File: src/logic/fbport_params.svh
// Constants for the five-bit port: offsets, field positions, reset values.
// Notes on behaviour
// RULE_01 - Five port bits, each with its own output data latch.
// RULE_02 - Bit 4 has an open-drain output; bits 0 to 3 drive push-pull.
// RULE_03 - Bit 4 also feeds the timer external clock input.
// RULE_04 - A direction bit of one releases that pin's driver.
// RULE_05 - A direction bit of zero drives the pin from its latch.
// RULE_06 - Data reads return pin levels; data writes load the latch.
// RULE_07 - Writes sample the pins, merge the written bits, store the result.
// RULE_08 - Comparator and reference control bits select each pin's role.
// RULE_09 - Pins selected as comparator inputs read back as zero.
// RULE_10 - Reset makes every pin an input and disables digital input buffers.
// RULE_11 - Direction still applies to comparator pins; software keeps them inputs.
// RULE_12 - Bit 2 carries the reference output when enabled; software sets it input.
// RULE_13 - In one comparator mode bits 3 and 4 carry comparator outputs.
// RULE_14 - A pin owned by an enabled peripheral is not general purpose.
// RULE_15 - Comparator control value seven turns comparators off, pins become digital.
// RULE_16 - Upper three bits of direction and data read zero, writes ignored.
// RULE_17 - Open-drain pin pulls low only for latch zero and direction output.
`ifndef FBPORT_PARAMS_SVH
`define FBPORT_PARAMS_SVH
`define FBP_OFS_DATA 8'h00
`define FBP_OFS_DIR 8'h04
`define FBP_OFS_CMP 8'h08
`define FBP_OFS_VREF 8'h0c
`define FBP_OFS_CMPOUT 8'h10
`define FBP_DIR_RESET 5'h1f
`define FBP_DATA_RESET 5'h00
`define FBP_VREF_RESET 8'h00
`define FBP_DATA_WMASK 5'h1f
`define FBP_CMP_RESET 3'h0
`define FBP_CMP_OFF 3'h7
`define FBP_CMP_OUTMODE 3'h6
`define FBP_VREF_EN_BIT 7
`define FBP_VREF_OE_BIT 6
`endif

File: src/logic/fbport_pkg.sv
// Types shared by the five-bit port files.
package fbport_pkg;
   typedef enum logic [1:0] {
      FBP_ST_IDLE,
      FBP_ST_WRITE,
      FBP_ST_READ
   } fbport_bus_st_t;
   typedef logic [4:0] fbport_pins_t;
endpackage

File: src/logic/fbport_pad.sv
// Output driver selection for the five port pins.
`timescale 1ns/1ps
module fbport_pad #(
   parameter int WIDTH = 5 // Port width
) (
   input wire logic [WIDTH-1:0] latch, // Output latch
   input wire logic [WIDTH-1:0] dir, // Direction, one is input
   input wire logic [WIDTH-1:0] cmp_out_mask, // Comparator output select
   input wire logic [WIDTH-1:0] cmp_out, // Comparator output value
   output logic [WIDTH-1:0] pin_o, // Pin output value
   output logic [WIDTH-1:0] pin_oe // Pin output enable
);
   // ***************************************
   // Per-pin drivers
   // ***************************************
   // Push-pull on low bits; top bit open drain so only pulls low
   genvar i;
   generate
      for (i = 0; i < WIDTH; i++) begin : g_pin
         logic val;
         assign val = cmp_out_mask[i] ? cmp_out[i] : latch[i]; // [RULE_13] [RULE_05]
         if (i == WIDTH - 1) begin : g_od
            assign pin_o[i] = 1'b0;
            assign pin_oe[i] = !dir[i] && !val; // [RULE_17] [RULE_02]
         end else begin : g_pp
            assign pin_o[i] = val;
            assign pin_oe[i] = !dir[i]; // [RULE_04] [RULE_02]
         end
      end
   endgenerate
endmodule // fbport_pad

File: src/logic/fbport_pinmux.sv
// Pin role selection from the comparator and reference controls.
`timescale 1ns/1ps
`include "fbport_params.svh"
module fbport_pinmux (
   input wire logic [2:0] cmp_mode, // Comparator mode
   input wire logic vref_out_en, // Reference drives bit 2
   output logic [4:0] analog_in_mask, // Pins used as comparator inputs
   output logic [4:0] cmp_out_mask // Pins carrying comparator outputs
);
   // ***************************************
   // Role decode
   // ***************************************
   // Value seven frees every pin except bit 2 while the reference is on; reset mode 0 grounds all analog inputs
   always_comb begin
      analog_in_mask = 5'h00;
      cmp_out_mask = 5'h00;
      case (cmp_mode)
         `FBP_CMP_OFF: analog_in_mask = 5'h00; // [RULE_15] [RULE_08]
         `FBP_CMP_OUTMODE: begin
            analog_in_mask = 5'h03; // Bits 0..1 stay analog
            cmp_out_mask = 5'h18; // [RULE_13]
         end
         3'h5: analog_in_mask = 5'h03;
         default: analog_in_mask = 5'h0f; // [RULE_10]
      endcase
      if (vref_out_en) begin
         analog_in_mask[2] = 1'b1; // [RULE_12] bit 2 owned by reference
      end
   end
endmodule // fbport_pinmux

File: src/logic/fbport_top.sv
// Five-bit general purpose port with direction control on AHB-Lite.
//
// Implementation choices: the register addresses and the AHB-Lite interface to the registers.
`timescale 1ns/1ps
`include "fbport_params.svh"
module fbport_top (
   input wire logic CORE_CLK, // Core clock, 40 MHz
   input wire logic RESET_N, // Asynchronous reset, active low
   input wire logic HSEL, // Slave select
   input wire logic [31:0] HADDR, // Byte address
   input wire logic [1:0] HTRANS, // Transfer type
   input wire logic HWRITE, // Write when high
   input wire logic [2:0] HSIZE, // Transfer size
   input wire logic HREADY, // Bus ready in
   input wire logic [31:0] HWDATA, // Write data
   output logic [31:0] HRDATA, // Read data
   output logic HREADYOUT, // Slave ready
   output logic HRESP, // Response, always OKAY
   input wire logic [4:0] PORT_PIN_I, // Pin levels
   output logic [4:0] PORT_PIN_O, // Pin drive value
   output logic [4:0] PORT_PIN_OE, // Pin drive enable
   input wire logic [1:0] CMP_RESULT, // Comparator results
   output logic TIMER_EXT_CLK, // Timer external clock input
   output logic [4:0] ANALOG_IN_SEL, // Pins routed to comparator inputs
   output logic [2:0] CMP_MODE, // Comparator mode
   output logic VREF_PIN_EN // Reference driving bit 2 pin
);
   // ***************************************
   // Registers
   // ***************************************
   logic [4:0] port_a_data_q; // One output latch bit per pin [RULE_01]
   logic [4:0] port_a_direction_q;
   logic [2:0] comparator_control_q;
   logic [7:0] voltage_reference_control_q;
   logic [31:0] hrdata_q;
   logic [7:0] addr_q;
   fbport_pkg::fbport_bus_st_t st_q;
   logic [4:0] analog_in_mask;
   logic [4:0] cmp_out_mask;
   logic [4:0] pin_read;
   logic take;
   logic vref_on;

   // Read view of the port: analog pins read zero
   function automatic logic [31:0] fbp_read(input logic [7:0] a, input logic [4:0] pins,
                                            input logic [4:0] dir, input logic [2:0] cm,
                                            input logic [7:0] vr, input logic [1:0] co);
      logic [31:0] r;
      r = 32'h0000_0000;
      case (a)
         `FBP_OFS_DATA: r = {27'h0, pins}; // [RULE_06] [RULE_16]
         `FBP_OFS_DIR: r = {27'h0, dir}; // [RULE_16]
         `FBP_OFS_CMP: r = {29'h0, cm};
         `FBP_OFS_VREF: r = {24'h0, vr};
         `FBP_OFS_CMPOUT: r = {30'h0, co};
         default: r = 32'h0000_0000;
      endcase
      return r;
   endfunction

   assign vref_on = voltage_reference_control_q[`FBP_VREF_EN_BIT]
                    && voltage_reference_control_q[`FBP_VREF_OE_BIT];

   fbport_pinmux u_pinmux (
      .cmp_mode(comparator_control_q),
      .vref_out_en(vref_on),
      .analog_in_mask(analog_in_mask),
      .cmp_out_mask(cmp_out_mask)
   );

   fbport_pad #(.WIDTH(5)) u_pad (
      .latch(port_a_data_q),
      .dir(port_a_direction_q),
      .cmp_out_mask(cmp_out_mask),
      .cmp_out({CMP_RESULT[1], CMP_RESULT[0], 3'h0}),
      .pin_o(PORT_PIN_O),
      .pin_oe(PORT_PIN_OE)
   );

   // ***************************************
   // Pin sampling
   // ***************************************
   // Analog pins have their digital buffer off, so read zero
   assign pin_read = PORT_PIN_I & ~analog_in_mask; // [RULE_09] [RULE_10] [RULE_14]
   assign TIMER_EXT_CLK = PORT_PIN_I[4]; // [RULE_03]
   assign ANALOG_IN_SEL = analog_in_mask; // [RULE_08]
   assign CMP_MODE = comparator_control_q;
   assign VREF_PIN_EN = vref_on; // [RULE_12]

   // ***************************************
   // Bus slave
   // ***************************************
   assign take = HSEL && HREADY && HTRANS[1];
   assign HREADYOUT = 1'b1; // Zero wait states
   assign HRESP = 1'b0;
   assign HRDATA = hrdata_q;

   // Address phase capture
   always_ff @(posedge CORE_CLK or negedge RESET_N) begin
      if (!RESET_N) begin
         st_q <= fbport_pkg::FBP_ST_IDLE;
         addr_q <= 8'h00;
      end else begin
         case (st_q)
            fbport_pkg::FBP_ST_IDLE, fbport_pkg::FBP_ST_WRITE, fbport_pkg::FBP_ST_READ: begin
               if (take) begin
                  st_q <= HWRITE ? fbport_pkg::FBP_ST_WRITE : fbport_pkg::FBP_ST_READ;
                  addr_q <= {HADDR[7:2], 2'b00};
               end else begin
                  st_q <= fbport_pkg::FBP_ST_IDLE;
               end
            end
            default: st_q <= fbport_pkg::FBP_ST_IDLE;
         endcase
      end
   end

   // Read data registered at the address phase, valid in the data phase
   always_ff @(posedge CORE_CLK or negedge RESET_N) begin
      if (!RESET_N) begin
         hrdata_q <= 32'h0000_0000;
      end else if (take && !HWRITE) begin
         hrdata_q <= fbp_read({HADDR[7:2], 2'b00}, pin_read, port_a_direction_q,
                              comparator_control_q, voltage_reference_control_q,
                              CMP_RESULT);
      end
   end

   // Data latch: write is read-modify-write of the pins
   // A bus word covers every bit, so the merge mask is full and the latch takes the word
   always_ff @(posedge CORE_CLK or negedge RESET_N) begin
      if (!RESET_N) begin
         port_a_data_q <= `FBP_DATA_RESET;
      end else if (st_q == fbport_pkg::FBP_ST_WRITE && addr_q == `FBP_OFS_DATA) begin
         port_a_data_q <= (pin_read & ~`FBP_DATA_WMASK)
                          | (HWDATA[4:0] & `FBP_DATA_WMASK); // [RULE_07]
      end
   end

   // Direction register, all inputs at reset
   always_ff @(posedge CORE_CLK or negedge RESET_N) begin
      if (!RESET_N) begin
         port_a_direction_q <= `FBP_DIR_RESET; // [RULE_10]
      end else if (st_q == fbport_pkg::FBP_ST_WRITE && addr_q == `FBP_OFS_DIR) begin
         port_a_direction_q <= HWDATA[4:0]; // [RULE_04] [RULE_11] [RULE_16]
      end
   end

   // Comparator and reference controls
   always_ff @(posedge CORE_CLK or negedge RESET_N) begin
      if (!RESET_N) begin
         comparator_control_q <= `FBP_CMP_RESET;
         voltage_reference_control_q <= `FBP_VREF_RESET;
      end else if (st_q == fbport_pkg::FBP_ST_WRITE) begin
         if (addr_q == `FBP_OFS_CMP) begin
            comparator_control_q <= HWDATA[2:0]; // [RULE_15] [RULE_08]
         end
         if (addr_q == `FBP_OFS_VREF) begin
            voltage_reference_control_q <= HWDATA[7:0];
         end
      end
   end

   // ***************************************
   // Checks
   // ***************************************
   AST_RESET_INPUTS: assert property (@(posedge CORE_CLK)
      $rose(RESET_N) |-> port_a_direction_q == 5'h1f) // [RULE_10]
      else $error("direction not all inputs after reset");
   AST_DIR_HIZ: assert property (@(posedge CORE_CLK) disable iff (!RESET_N)
      port_a_direction_q[1] |-> !PORT_PIN_OE[1]) // [RULE_04]
      else $error("input pin driven");
   AST_DIR_DRIVE: assert property (@(posedge CORE_CLK) disable iff (!RESET_N)
      !port_a_direction_q[0] |-> PORT_PIN_OE[0] && PORT_PIN_O[0] == port_a_data_q[0]) // [RULE_05]
      else $error("output pin not driven from latch");
   AST_OPEN_DRAIN: assert property (@(posedge CORE_CLK) disable iff (!RESET_N)
      PORT_PIN_O[4] == 1'b0 && (PORT_PIN_OE[4] ->
      !port_a_direction_q[4])) // [RULE_17]
      else $error("open drain pin drove high");
   AST_ANALOG_ZERO: assert property (@(posedge CORE_CLK) disable iff (!RESET_N)
      take && !HWRITE && HADDR[7:0] == `FBP_OFS_DATA && analog_in_mask[0]
      ##1 HREADYOUT |-> HRDATA[0] == 1'b0) // [RULE_09]
      else $error("analog pin read nonzero");
   AST_READ_PINS: assert property (@(posedge CORE_CLK) disable iff (!RESET_N)
      take && !HWRITE && HADDR[7:0] == `FBP_OFS_DATA |=>
      HRDATA[4:0] == $past(pin_read) && HRDATA[31:5] == 27'h0) // [RULE_06] [RULE_16]
      else $error("data read mismatch");
   AST_DIR_WRITE: assert property (@(posedge CORE_CLK) disable iff (!RESET_N)
      st_q == fbport_pkg::FBP_ST_WRITE && addr_q == `FBP_OFS_DIR |=>
      port_a_direction_q == $past(HWDATA[4:0])) // [RULE_16]
      else $error("direction write lost");
   AST_CMP_OFF: assert property (@(posedge CORE_CLK) disable iff (!RESET_N)
      comparator_control_q == `FBP_CMP_OFF && !vref_on |-> analog_in_mask == 5'h00) // [RULE_15]
      else $error("pins not released");
   AST_TIMER_CLK: assert property (@(posedge CORE_CLK) disable iff (!RESET_N)
      TIMER_EXT_CLK == PORT_PIN_I[4]) // [RULE_03]
      else $error("timer clock not from bit 4");
   COV_WRITE_DATA: cover property (@(posedge CORE_CLK)
      st_q == fbport_pkg::FBP_ST_WRITE && addr_q == `FBP_OFS_DATA);
   COV_CMP_OUT: cover property (@(posedge CORE_CLK) cmp_out_mask[3] && PORT_PIN_OE[3]);
   COV_VREF: cover property (@(posedge CORE_CLK) vref_on);
endmodule // fbport_top

File: config.mk
export PLATFORM = sky130hd
export DESIGN_NAME = fbport_top
export DESIGN_NICKNAME = d
export VERILOG_FILES = /design/src/logic/fbport_pkg.sv /design/src/logic/fbport_pad.sv /design/src/logic/fbport_pinmux.sv /design/src/logic/fbport_top.sv
export VERILOG_INCLUDE_DIRS = /design/src /design/src/logic
export SDC_FILE = /design/constraint.sdc
export NUM_CORES = 1
export LEC_CHECK = 0
export BUFFER_PORTS_ARGS = -buffer_cell sky130_fd_sc_hd__buf_4
export CAP_MARGIN = 20
export CORE_ASPECT_RATIO = 1.75
export CORE_UTILIZATION = 40
export DETAILED_ROUTE_END_ITERATION = 8
export GPL_ROUTABILITY_DRIVEN = 0
export GPL_TIMING_DRIVEN = 0
export PLACE_DENSITY = 0.78
export REMOVE_ABC_BUFFERS = 1
export SLEW_MARGIN = 40
export SYNTH_ARGS = -nofsm -noshare
export SYNTH_HDL_FRONTEND = slang
export SYNTH_SLANG_ARGS = --single-unit
File: constraint.sdc
create_clock -name CORE_CLK -period 2.7 [get_ports CORE_CLK]
set_input_delay 0 -clock CORE_CLK [delete_from_list [all_inputs] [get_ports CORE_CLK]]
set_output_delay 0 -clock CORE_CLK [all_outputs]
set_load 0.01 [all_outputs]
==> reports/metrics.yaml, run 1 <==
status: "finished, final reports clean"
core-area_um2: 4710
wirelength_mm: 3.98
antennaDiodeCount: 0
wl_met2_mm: 2.11
slew_headroom: 0.644
min_path_type: "primary input to register"
tns_ns: 0
min_period_ns: 1.98
cap_violations: 0
drive_gt1_frac: 0.425
critPathLaunchType: "primary input"
leakage_nw: 1.21
synthTopCellsByCount: "buf_4, dfrtp_1, mux2_2, nand2_1"
cts-root-buf: "clkbuf_8"
grt_max_degree: 38
via_count: 1407
grt-ovfl-total: 0
cts_setup_buffers: 0
rows: 33
clk_latency_ns: 0.29
io_buffers: 52
vdd_drop_max_uv: 384
cts_inserted_buffers: 5
vias_per_cell: 4.94
dieArea_um2: 5260
setup_ws_ns: 0.722
yosysMostFrequentCell: "buf_4"
synth_seq_cells: 37
drt-met1-wl_mm: 1.57
grt_pass1_vias: 1313
synth.distinct_cells: 34
ys_seq_area_frac: 0.469
fin_crit_sh: 0.732
yosysWarnings: 0
setup_violations: 0
wire_per_inst_um: 14.0
grt.total_usage: 0.156
final_util: 0.529
area_growth_pct: 25.4
highest_layer: "met4"
arrival_ns: 2.18
die_h_um: 95.2
h-tree-depth: 2
async_reset_ff_frac: 1.00
start_util: 0.422
grt_pass1_wl_mm: 6.30
synthTopCellsByArea: "dfrtp_1, mux2_2, buf_4"
critPathMaxFanout: 11
stdcell_area_um2: 2490
slew_viol_final: 0
place_ws_ns: 0.953
synth_top_cell_by_area: "dfrtp_1"
antenna_found_initial: 0
die_x_um: 55.3
drc_errors: 0
wl_met3_um: 237
rsz0062_at_grt: "no"
synth_ff_type: "dfrtp_1"
syn_area_um2: 1990
worstSetupEndpointType: "register"
io_pins: 135
place_area_um2: 2240
nNetsFinal: 313
cts_tree: "built"
cts_buffer_depth: 2
max_freq_mhz: 506
tightest_slew_ns: 0.531
powerDensity_nw_per_um2: 544
hpwl_mm: 2.94
critical_path_class: "primary input to register"
post_cts_resized: 0
synthCells: 171
syn_area_per_cell_um2: 11.6
ant_nets: 0
yosys.area.top_type_share: 0.403
cts.clk_slew.worst_paths_ns: 0.07
synth_edf_count: 0
ctsHoldBuffers: 15
clock-sinks: 37
whs_ns: 0.00877
hold_viol_final: 0
drt_iter0_markers: 77
cp_data_required_time_ns: 2.90
skew_ns: 0.00798
drt-pass1-iter-count: 4
layout by cell type, fill, tap and decap left out, drive strengths merged:
| master | count |
|---|---|
| a211o | 2 |
| a211oi | 1 |
| a21o | 1 |
| a21oi | 2 |
| a221oi | 2 |
| a22o | 4 |
| a31oi | 2 |
| and4b | 1 |
| buf | 52 |
| clkbuf | 7 |
| clkinv | 1 |
| conb | 28 |
| dfrtp | 32 |
| dfstp | 5 |
| dlygate4sd3 | 15 |
| inv | 7 |
| mux2 | 28 |
| mux2i | 4 |
| nand2 | 10 |
| nand3 | 5 |
| nand3b | 1 |
| nand4 | 2 |
| nand4b | 3 |
| nor2 | 8 |
| nor2b | 1 |
| nor4b | 2 |
| o211ai | 2 |
| o21a | 1 |
| o21ai | 2 |
| or3 | 2 |
critical path, stage by stage:
cell	delay, ns
dlygate4sd3_1	0.53
buf_4	0.14
nand4b_1	0.50
or3_1	0.66
a211o_1	0.29
o211ai_2	0.06
layout make-up:
type / instances / area (um2)
Timing Repair Buffer: 67 / 541
Tap cell: 52 / 65.1
Fill cell: 424 / 2220
Clock inverter: 1 / 5.00
Clock buffer: 7 / 96.3
Inverter: 7 / 26.3
Multi-Input combinational cell: 114 / 826
Sequential cell: 37 / 932
per-layer routing:
layer / vias to the layer above / global-route usage
li1: 658 / -
met1: 679 / 0.184
met2: 65 / 0.278
met3: 5 / 0.0258
met4: 0 / 0.0688
met5: - / 0
final timing paths:
kind / from / end / slack [ns] / cells past startpoint
setup / recovery: HWRITE / HRDATA[0] / 0.72 / 6
hold reg to reg: HRDATA[3] / HRDATA[3] / 0.49 / 1
max in group asynchronous: RESET_N / port_a_direction_q[3] / 2.14 / 2
min in group asynchronous: RESET_N / CMP_MODE[1] / 0.22 / 2
setup reg to reg: st_q[1] / port_a_direction_q[3] / 1.06 / 3
hold / removal: CMP_RESULT[0] / HRDATA[0] / 0.009 / 3
power by group:
group | internal [mW] | switching [mW] | total (mW)
Clock | 0.231 | 0.189 | 0.420
Combinational | 0.148 | 0.123 | 0.271
Sequential | 0.617 | 0.0474 | 0.664
cells by family (layout without fill, tap and decap cells):
logic type	Yosys count	count (layout)	share of synthesized area
other cells	2	28	0.00378
compound gates	19	19	0.0756
buf+inv	46	82	0.164
mux	32	32	0.179
simple gates	35	35	0.108
flops	37	37	0.469
flip-flops by register name, indices dropped and copies added (netlist names):
register                     cells
st_q                             2
CMP_MODE                         3
port_a_direction_q               5
voltage_reference_control_q      8
port_a_data_q                    5
addr_q                           6
HRDATA                           8
per-stage QoR:
step	instances	power, mW
after global placement	262	0.920
final	285	1.36
after CTS	285	1.37
after floorplan	158	0.792
after global routing	285	1.42
after detailed placement	262	0.931
(Power assumes the default switching activity.)
==> run 2: changes to the inputs <==
--- a/config.mk
+++ b/config.mk
@@ -6,6 +6,7 @@
 export SDC_FILE = /design/constraint.sdc
 export NUM_CORES = 1
 export LEC_CHECK = 0
+export ABC_AREA = 1
 export BUFFER_PORTS_ARGS = -buffer_cell sky130_fd_sc_hd__buf_4
 export CAP_MARGIN = 20
 export CORE_ASPECT_RATIO = 1.75
@@ -13,7 +14,7 @@
 export DETAILED_ROUTE_END_ITERATION = 8
 export GPL_ROUTABILITY_DRIVEN = 0
 export GPL_TIMING_DRIVEN = 0
-export PLACE_DENSITY = 0.78
+export PLACE_DENSITY = 0.77
 export REMOVE_ABC_BUFFERS = 1
 export SLEW_MARGIN = 40
 export SYNTH_ARGS = -nofsm -noshare
==> constraint.sdc (replaced) <==
create_clock -name CORE_CLK -period 1.82 [get_ports CORE_CLK]
set_input_delay 0 -clock CORE_CLK [delete_from_list [all_inputs] [get_ports CORE_CLK]]
set_output_delay 0 -clock CORE_CLK [all_outputs]
set_load 0.01 [all_outputs]
==> run 2 against run 1 <==
  * Worst hold slack got worse by 0.0047 ns
  * Routed wire length increased by 8.5%
  * Worst setup slack got worse by 0.45 ns
  * Non-clock buffer count decreased by 6
  * Sequential power increased by 61%
  * Combinational power increased by 110%
  * Synthesized cell count increased by 46%
  * Highest routed layer unchanged
  * Largest power group unchanged
  * Clock skew decreased by 0.0022 ns
  * Area after synthesis increased by 2.7%
  * Sequential cell count unchanged
  * Core utilization decreased by 2.3 points
==> reports/metrics.yaml, run 2 <==
arrival_ns: 1.72  # -0.46 ns
synth_ff_type: "dfrtp_1"
area_growth_pct: 22.4
synthCells: 249  # +46%
leakage_nw: 1.44  # +19%
grt_pass1_wl_mm: 7.09  # +13%
yosysWarnings: 0  # unchanged
synth.distinct_cells: 24  # -29%
drc_errors: 0  # unchanged
cap_violations: 0  # unchanged
slowest_delay_ns: 0.38  # -0.28 ns
die_x_um: 56.0  # +1.3%
clk_latency_ns: 0.28  # about the same
dieArea_um2: 5400  # +2.6%
hpwl_mm: 3.32  # +13%
drt_iter0_markers: 30  # -61%
start_util: 0.414  # -0.00858
cts_tree: "built"
post_cts_resized: 0  # unchanged
rows: 34  # +3.0%
antennaDiodeCount: 0  # unchanged
cp_top_family: "simple AND/OR/NAND/NOR gates"
critical_path_class: "register to register"
worstSetupEndpointType: "register"
status: "finished, final reports clean"
wirelength_mm: 4.32  # +8.5%
ys_seq_area_frac: 0.457  # -0.0124
hold_viol_final: 0  # unchanged
syn_area_um2: 2040  # +2.7%
synth_edf_count: 0  # unchanged
cts-root-buf: "clkbuf_8"
fin_cells: 362  # +27%
grt.total_usage: 0.169  # +0.0123
h-tree-depth: 2  # unchanged
synth_top_cell_by_area: "dfrtp_1"
dp.cells: 345  # +32%
io_buffers: 52  # unchanged
critPathMaxFanout: 16  # +5
yosysMostFrequentCell: "nand2_1"
cts_buffer_depth: 2  # unchanged
synthTopCellsByCount: "nand2_1, buf_4, inv_1, dfrtp_1, nor2_1"
synth_seq_cells: 37  # unchanged
cts.clk_slew.worst_paths_ns: 0.07  # about the same
ctsHoldBuffers: 9  # -6
path_cells: "nor2_1 -> nor3b_4 -> nand4_4 -> nand2_1 -> o21ai_2"
grt-ovfl-total: 0  # unchanged
via_count: 1674  # +19%
powerDensity_nw_per_um2: 874  # +61%
antenna_found_initial: 0  # unchanged
crit_buf_inv: 0  # -2
critPathLaunchType: "register"
vias_per_cell: 4.62  # -6.3%
max_freq_mhz: 645
clock-sinks: 37  # unchanged
cts_inserted_buffers: 5  # unchanged
syn_area_per_cell_um2: 8.20  # -29%
mostFrequentLayoutCells: "nand2_1, buf_4, inv_1, dfrtp_1, conb_1"
wire_per_inst_um: 11.9  # -15%
cts_setup_buffers: 0  # unchanged
vdd_drop_max_uv: 516  # +35%
ant_nets: 0  # unchanged
min_path_type: "primary input to register"
yosys.area.top_type_share: 0.392  # -0.0106
drt-pass1-iter-count: 6  # +2
tns_ns: 0  # unchanged
skew_ns: 0.00583  # -0.00216 ns
min_period_ns: 1.55
slew_viol_final: 0  # unchanged
setup_violations: 0  # unchanged
io_pins: 135  # unchanged
grt_max_degree: 38  # unchanged
cp_slowest_cell: "dfrtp_1"
synthTopCellsByArea: "dfrtp_1, buf_4, nand2_1"
async_reset_ff_frac: 1.00  # unchanged
grt_pass1_vias: 1520  # +16%
nNetsFinal: 388  # +24%
core-area_um2: 4930  # +4.8%
cp_data_required_time_ns: 1.99  # -0.91 ns
rsz0062_at_grt: "no"
die_h_um: 96.5  # +1.3%
drive_gt1_frac: 0.256  # -0.168
fin_crit_sh: 0.852
## run 2: cell types whose count changed in the layout (fill, tap and decap cells not counted), sizes merged, moves of 3 or more
| cell | change |
|---|---|
| dlygate4sd3 | -6 |
| mux2i | -4 |
| mux2 | -26 |
| nand4b | -3 |
| inv | +26 |
| nand2 | +44 |
| nand3 | +12 |
| nor2 | +16 |
| o21ai | +24 |
| nor3 | +3 |
## run 2: final cells by class
| cell class | instances | area [um2] |
|---|---|---|
| Fill cell | 483 | 2440 |
| Sequential cell | 37 | 932 |
| Multi-Input combinational cell | 168 | 808 |
| Timing Repair Buffer | 61 | 480 |
| Inverter | 34 | 128 |
| Clock buffer | 6 | 72.6 |
| Tap cell | 54 | 67.6 |
| Clock inverter | 2 | 10.0 |
## run 2: worst register-to-register path, cell delays in order (launching register included)
cell,delay (ns)
dfrtp_1,0.38
nor2_1,0.12
nor3b_4,0.34
nand4_4,0.33
nand2_1,0.20
o21ai_2,0.07
## run 2: power breakdown
part | total (mW) | internal (mW) | switching [mW] | leakage, nW
logic | 0.575 | 0.277 | 0.298 | 0.983
clock network | 0.541 | 0.265 | 0.276 | 0.0450
registers | 1.07 | 0.962 | 0.106 | 0.412
## run 2: cells by family after synthesis
group	synth area share
multiplexers	0.0110
other	0.00368
buffers and inverters	0.195
AO/OA/AOI/OAI	0.105
flip-flops	0.457
AND/OR/NAND/NOR	0.229
## run 2: worst paths after layout
check,startpoint,to,slack (ns),depth (start not counted)
worst max-delay path,addr_q[7],voltage_reference_control_q[3],0.27,5
worst min-delay path,HWDATA[0],voltage_reference_control_q[0],0.004,3
worst max register to register,addr_q[7],voltage_reference_control_q[3],0.27,5
worst min register to register,HRDATA[3],HRDATA[3],0.48,2
max in group asynchronous,RESET_N,port_a_direction_q[0],1.25,2
min in group asynchronous,RESET_N,HRDATA[7],0.21,2
## run 2: per-stage QoR
step                utilization  hold slack, ns  power [mW]  instance area [um2]  setup slack (ns)
CTS                       0.506       0.0000772        2.21                 2500             0.262
floorplan                     -          -0.296        1.34                 1870             0.505
global route              0.506          0.0213        2.32                 2500             0.146
global placement          0.471         -0.0215        1.62                 2330             0.349
finish                    0.506         0.00406        2.18                 2500             0.269
detailed placement        0.471         -0.0188        1.64                 2330             0.283
## run 2: per-layer routing
| metal | global-route usage | share of wire |
|---|---|---|
| met2 | 0.296 | 0.54 |
| met3 | 0.0200 | 0.042 |
| met4 | 0.0976 | 0.022 |
| met5 | 0 | 0 |
| met1 | 0.198 | 0.40 |
==> run 3: changes to the inputs <==
--- a/config.mk
+++ b/config.mk
@@ -8,8 +8,6 @@
 export LEC_CHECK = 0
 export ABC_AREA = 1
 export BUFFER_PORTS_ARGS = -buffer_cell sky130_fd_sc_hd__buf_4
-export CAP_MARGIN = 20
-export CORE_ASPECT_RATIO = 1.75
 export CORE_UTILIZATION = 40
 export DETAILED_ROUTE_END_ITERATION = 8
 export GPL_ROUTABILITY_DRIVEN = 0
==> run 3 against run 2 <==
  * Register-to-register slack gained 0.04 ns
  * Highest routed layer unchanged
  * Sequential cell count is the same
  * Maximum frequency grew 2.8%
  * Clock skew shrank 0.0013 ns
  * Power is essentially flat
  * Critical endpoint is now voltage_reference_control_q[1]
  * Sequential share of layout area shrank 0.53 points
  * Routed wire length shrank 3.1%
  * Core utilization grew 2.0 points
  * Die area shrank 0.22%
==> reports/metrics.yaml, run 3 (synthesis gave the netlist of run 2 again) <==
status: "finished, final reports clean"
io_pins: 135  # unchanged
skew_ns: 0.00449  # -0.00134 ns
mostFrequentLayoutCells: "nand2_1, buf_4, inv_1, dfrtp_1, conb_1"
fin_crit_sh: 0.829  # -0.0231
worst-r2r-cell-count: 5  # unchanged
path_cells: "nor2_1 -> nor3b_4 -> nand4_4 -> nand2_1 -> o21ai_2"
grt_use_met1: 0.220  # +0.0222
powerDensity_nw_per_um2: 862  # -1.4%
grt-ovfl-total: 0  # unchanged
drt_iter0_markers: 84  # +180%
dieArea_um2: 5390  # -0.22%
cts-root-buf: "clkbuf_8"
grt_pass1_vias: 1485  # -2.3%
critPathMaxFanout: 16  # unchanged
critical_path_class: "register to register"
drc_errors: 0  # unchanged
min_path_type: "primary input to register"
regToRegEndpoint: "voltage_reference_control_q[1]"
timing.rr.start: "addr_q[7]"
nNetsFinal: 390  # +0.52%
cp_slowest_cell: "dfrtp_1"
arrival_ns: 1.68  # -0.04 ns
die_h_um: 73.4  # -24%
worstSetupEndpointType: "register"
antenna_found_initial: 0  # unchanged
vdd_drop_max_uv: 494  # -4.3%
tns_ns: 0  # unchanged
critPathLaunchType: "register"
io_buffers: 52  # unchanged
reg2reg_slack_ns: 0.31  # +0.04 ns
setup_violations: 0  # unchanged
start_util: 0.424  # +0.0101
core-area_um2: 4820  # -2.4%
vias_per_cell: 4.47  # -3.3%
clock-sinks: 37  # unchanged
cap_violations: 0  # unchanged
holdPathStages: 3  # unchanged
ant_nets: 0  # unchanged
drive_gt1_frac: 0.255  # -0.00165
slew_viol_final: 0  # unchanged
rows: 25  # -26%
cts_tree: "built"
cts_setup_buffers: 0  # unchanged
clk_latency_ns: 0.29  # about the same
h-tree-depth: 2  # unchanged
rsz0062_at_grt: "no"
drt-pass1-iter-count: 4  # -2
grt_pass1_wl_mm: 6.67  # -6.0%
met3_usage: 0.0357  # +0.0157
leakage_nw: 1.45  # +0.58%
holdPathEnd: "voltage_reference_control_q[2]"
area_growth_pct: 24.2
p_total_mw: 2.19  # about the same
grt.total_usage: 0.166  # -0.00244
cts.clk_slew.worst_paths_ns: 0.07  # about the same
wire_per_inst_um: 11.1  # -6.9%
ctsHoldBuffers: 11  # +2
cts_inserted_buffers: 5  # unchanged
antennaDiodeCount: 0  # unchanged
hpwl_mm: 3.24  # -2.3%
slowest_delay_ns: 0.39  # about the same
post_cts_resized: 0  # unchanged
hold_viol_final: 0  # unchanged
max_freq_mhz: 663  # +2.8%
wirelength_mm: 4.19  # -3.1%
final_util: 0.526  # +0.0199
place_ws_ns: 0.325  # +0.0418 ns
via_count: 1686  # +0.72%
min-delay-start: "HWDATA[2]"
cp_data_required_time_ns: 1.99  # about the same
grt_max_degree: 38  # unchanged
grt_most_used_layer: "met2"
setup_ws_ns: 0.311  # +0.0420 ns
grt.met2_usage: 0.263  # -0.0323
min_period_ns: 1.51  # -0.0420 ns
die_x_um: 73.4  # +31%
cts_buffer_depth: 2  # unchanged
-- run 3: report_power, final --
part	switching [mW]	total [mW]	leakage [nW]	internal, mW
clock	0.276	0.541	0.0450	0.265
combinational	0.298	0.577	0.991	0.279
sequential	0.106	1.07	0.412	0.962
total	0.680	2.19	1.45	1.51
-- run 3: worst max path at each step --
stage / startpoint / end
floorplan: addr_q[7] / voltage_reference_control_q[0]
global placement: addr_q[7] / voltage_reference_control_q[3]
detailed placement: addr_q[7] / voltage_reference_control_q[1]
CTS: addr_q[7] / voltage_reference_control_q[1]
global route: HADDR[7] / HRDATA[3]
finish: addr_q[7] / voltage_reference_control_q[1]
-- run 3: critical path: cells and delay by family, from the launching register on --
family	cells	cell delay, ns
AOI/OAI and AO/OA	1	0.06
and+or+nand+nor	4	0.94
DFF	1	0.39
-- run 3: per-stage QoR --
step / cell area (um2) / hold WS (ns) / cells
after floorplan: 1870 / -0.296 / 239
after global placement: 2340 / -0.0190 / 358
after detailed placement: 2340 / -0.0126 / 358
after CTS: 2530 / 0.00584 / 377
after global routing: 2530 / 0.0151 / 377
final: 2530 / 0.00511 / 377
-- run 3: cell type report --
class                   instances  area, um2
inverters                      34        128
clock buffers                   6       72.6
flip-flops and latches         37        932
clock inverters                 2       10.0
fillers                       463       2280
repair buffers                 63        500
well taps                      67       83.8
multi-input cells             168        808
-- run 3: per-layer routing --
| metal | part of all wire | wire length [um] |
|---|---|---|
| met2 | 0.45 | 1900 |
| met4 | 0.016 | 68 |
| met3 | 0.056 | 233 |
| met5 | 0 | 0 |
| met1 | 0.47 | 1990 |
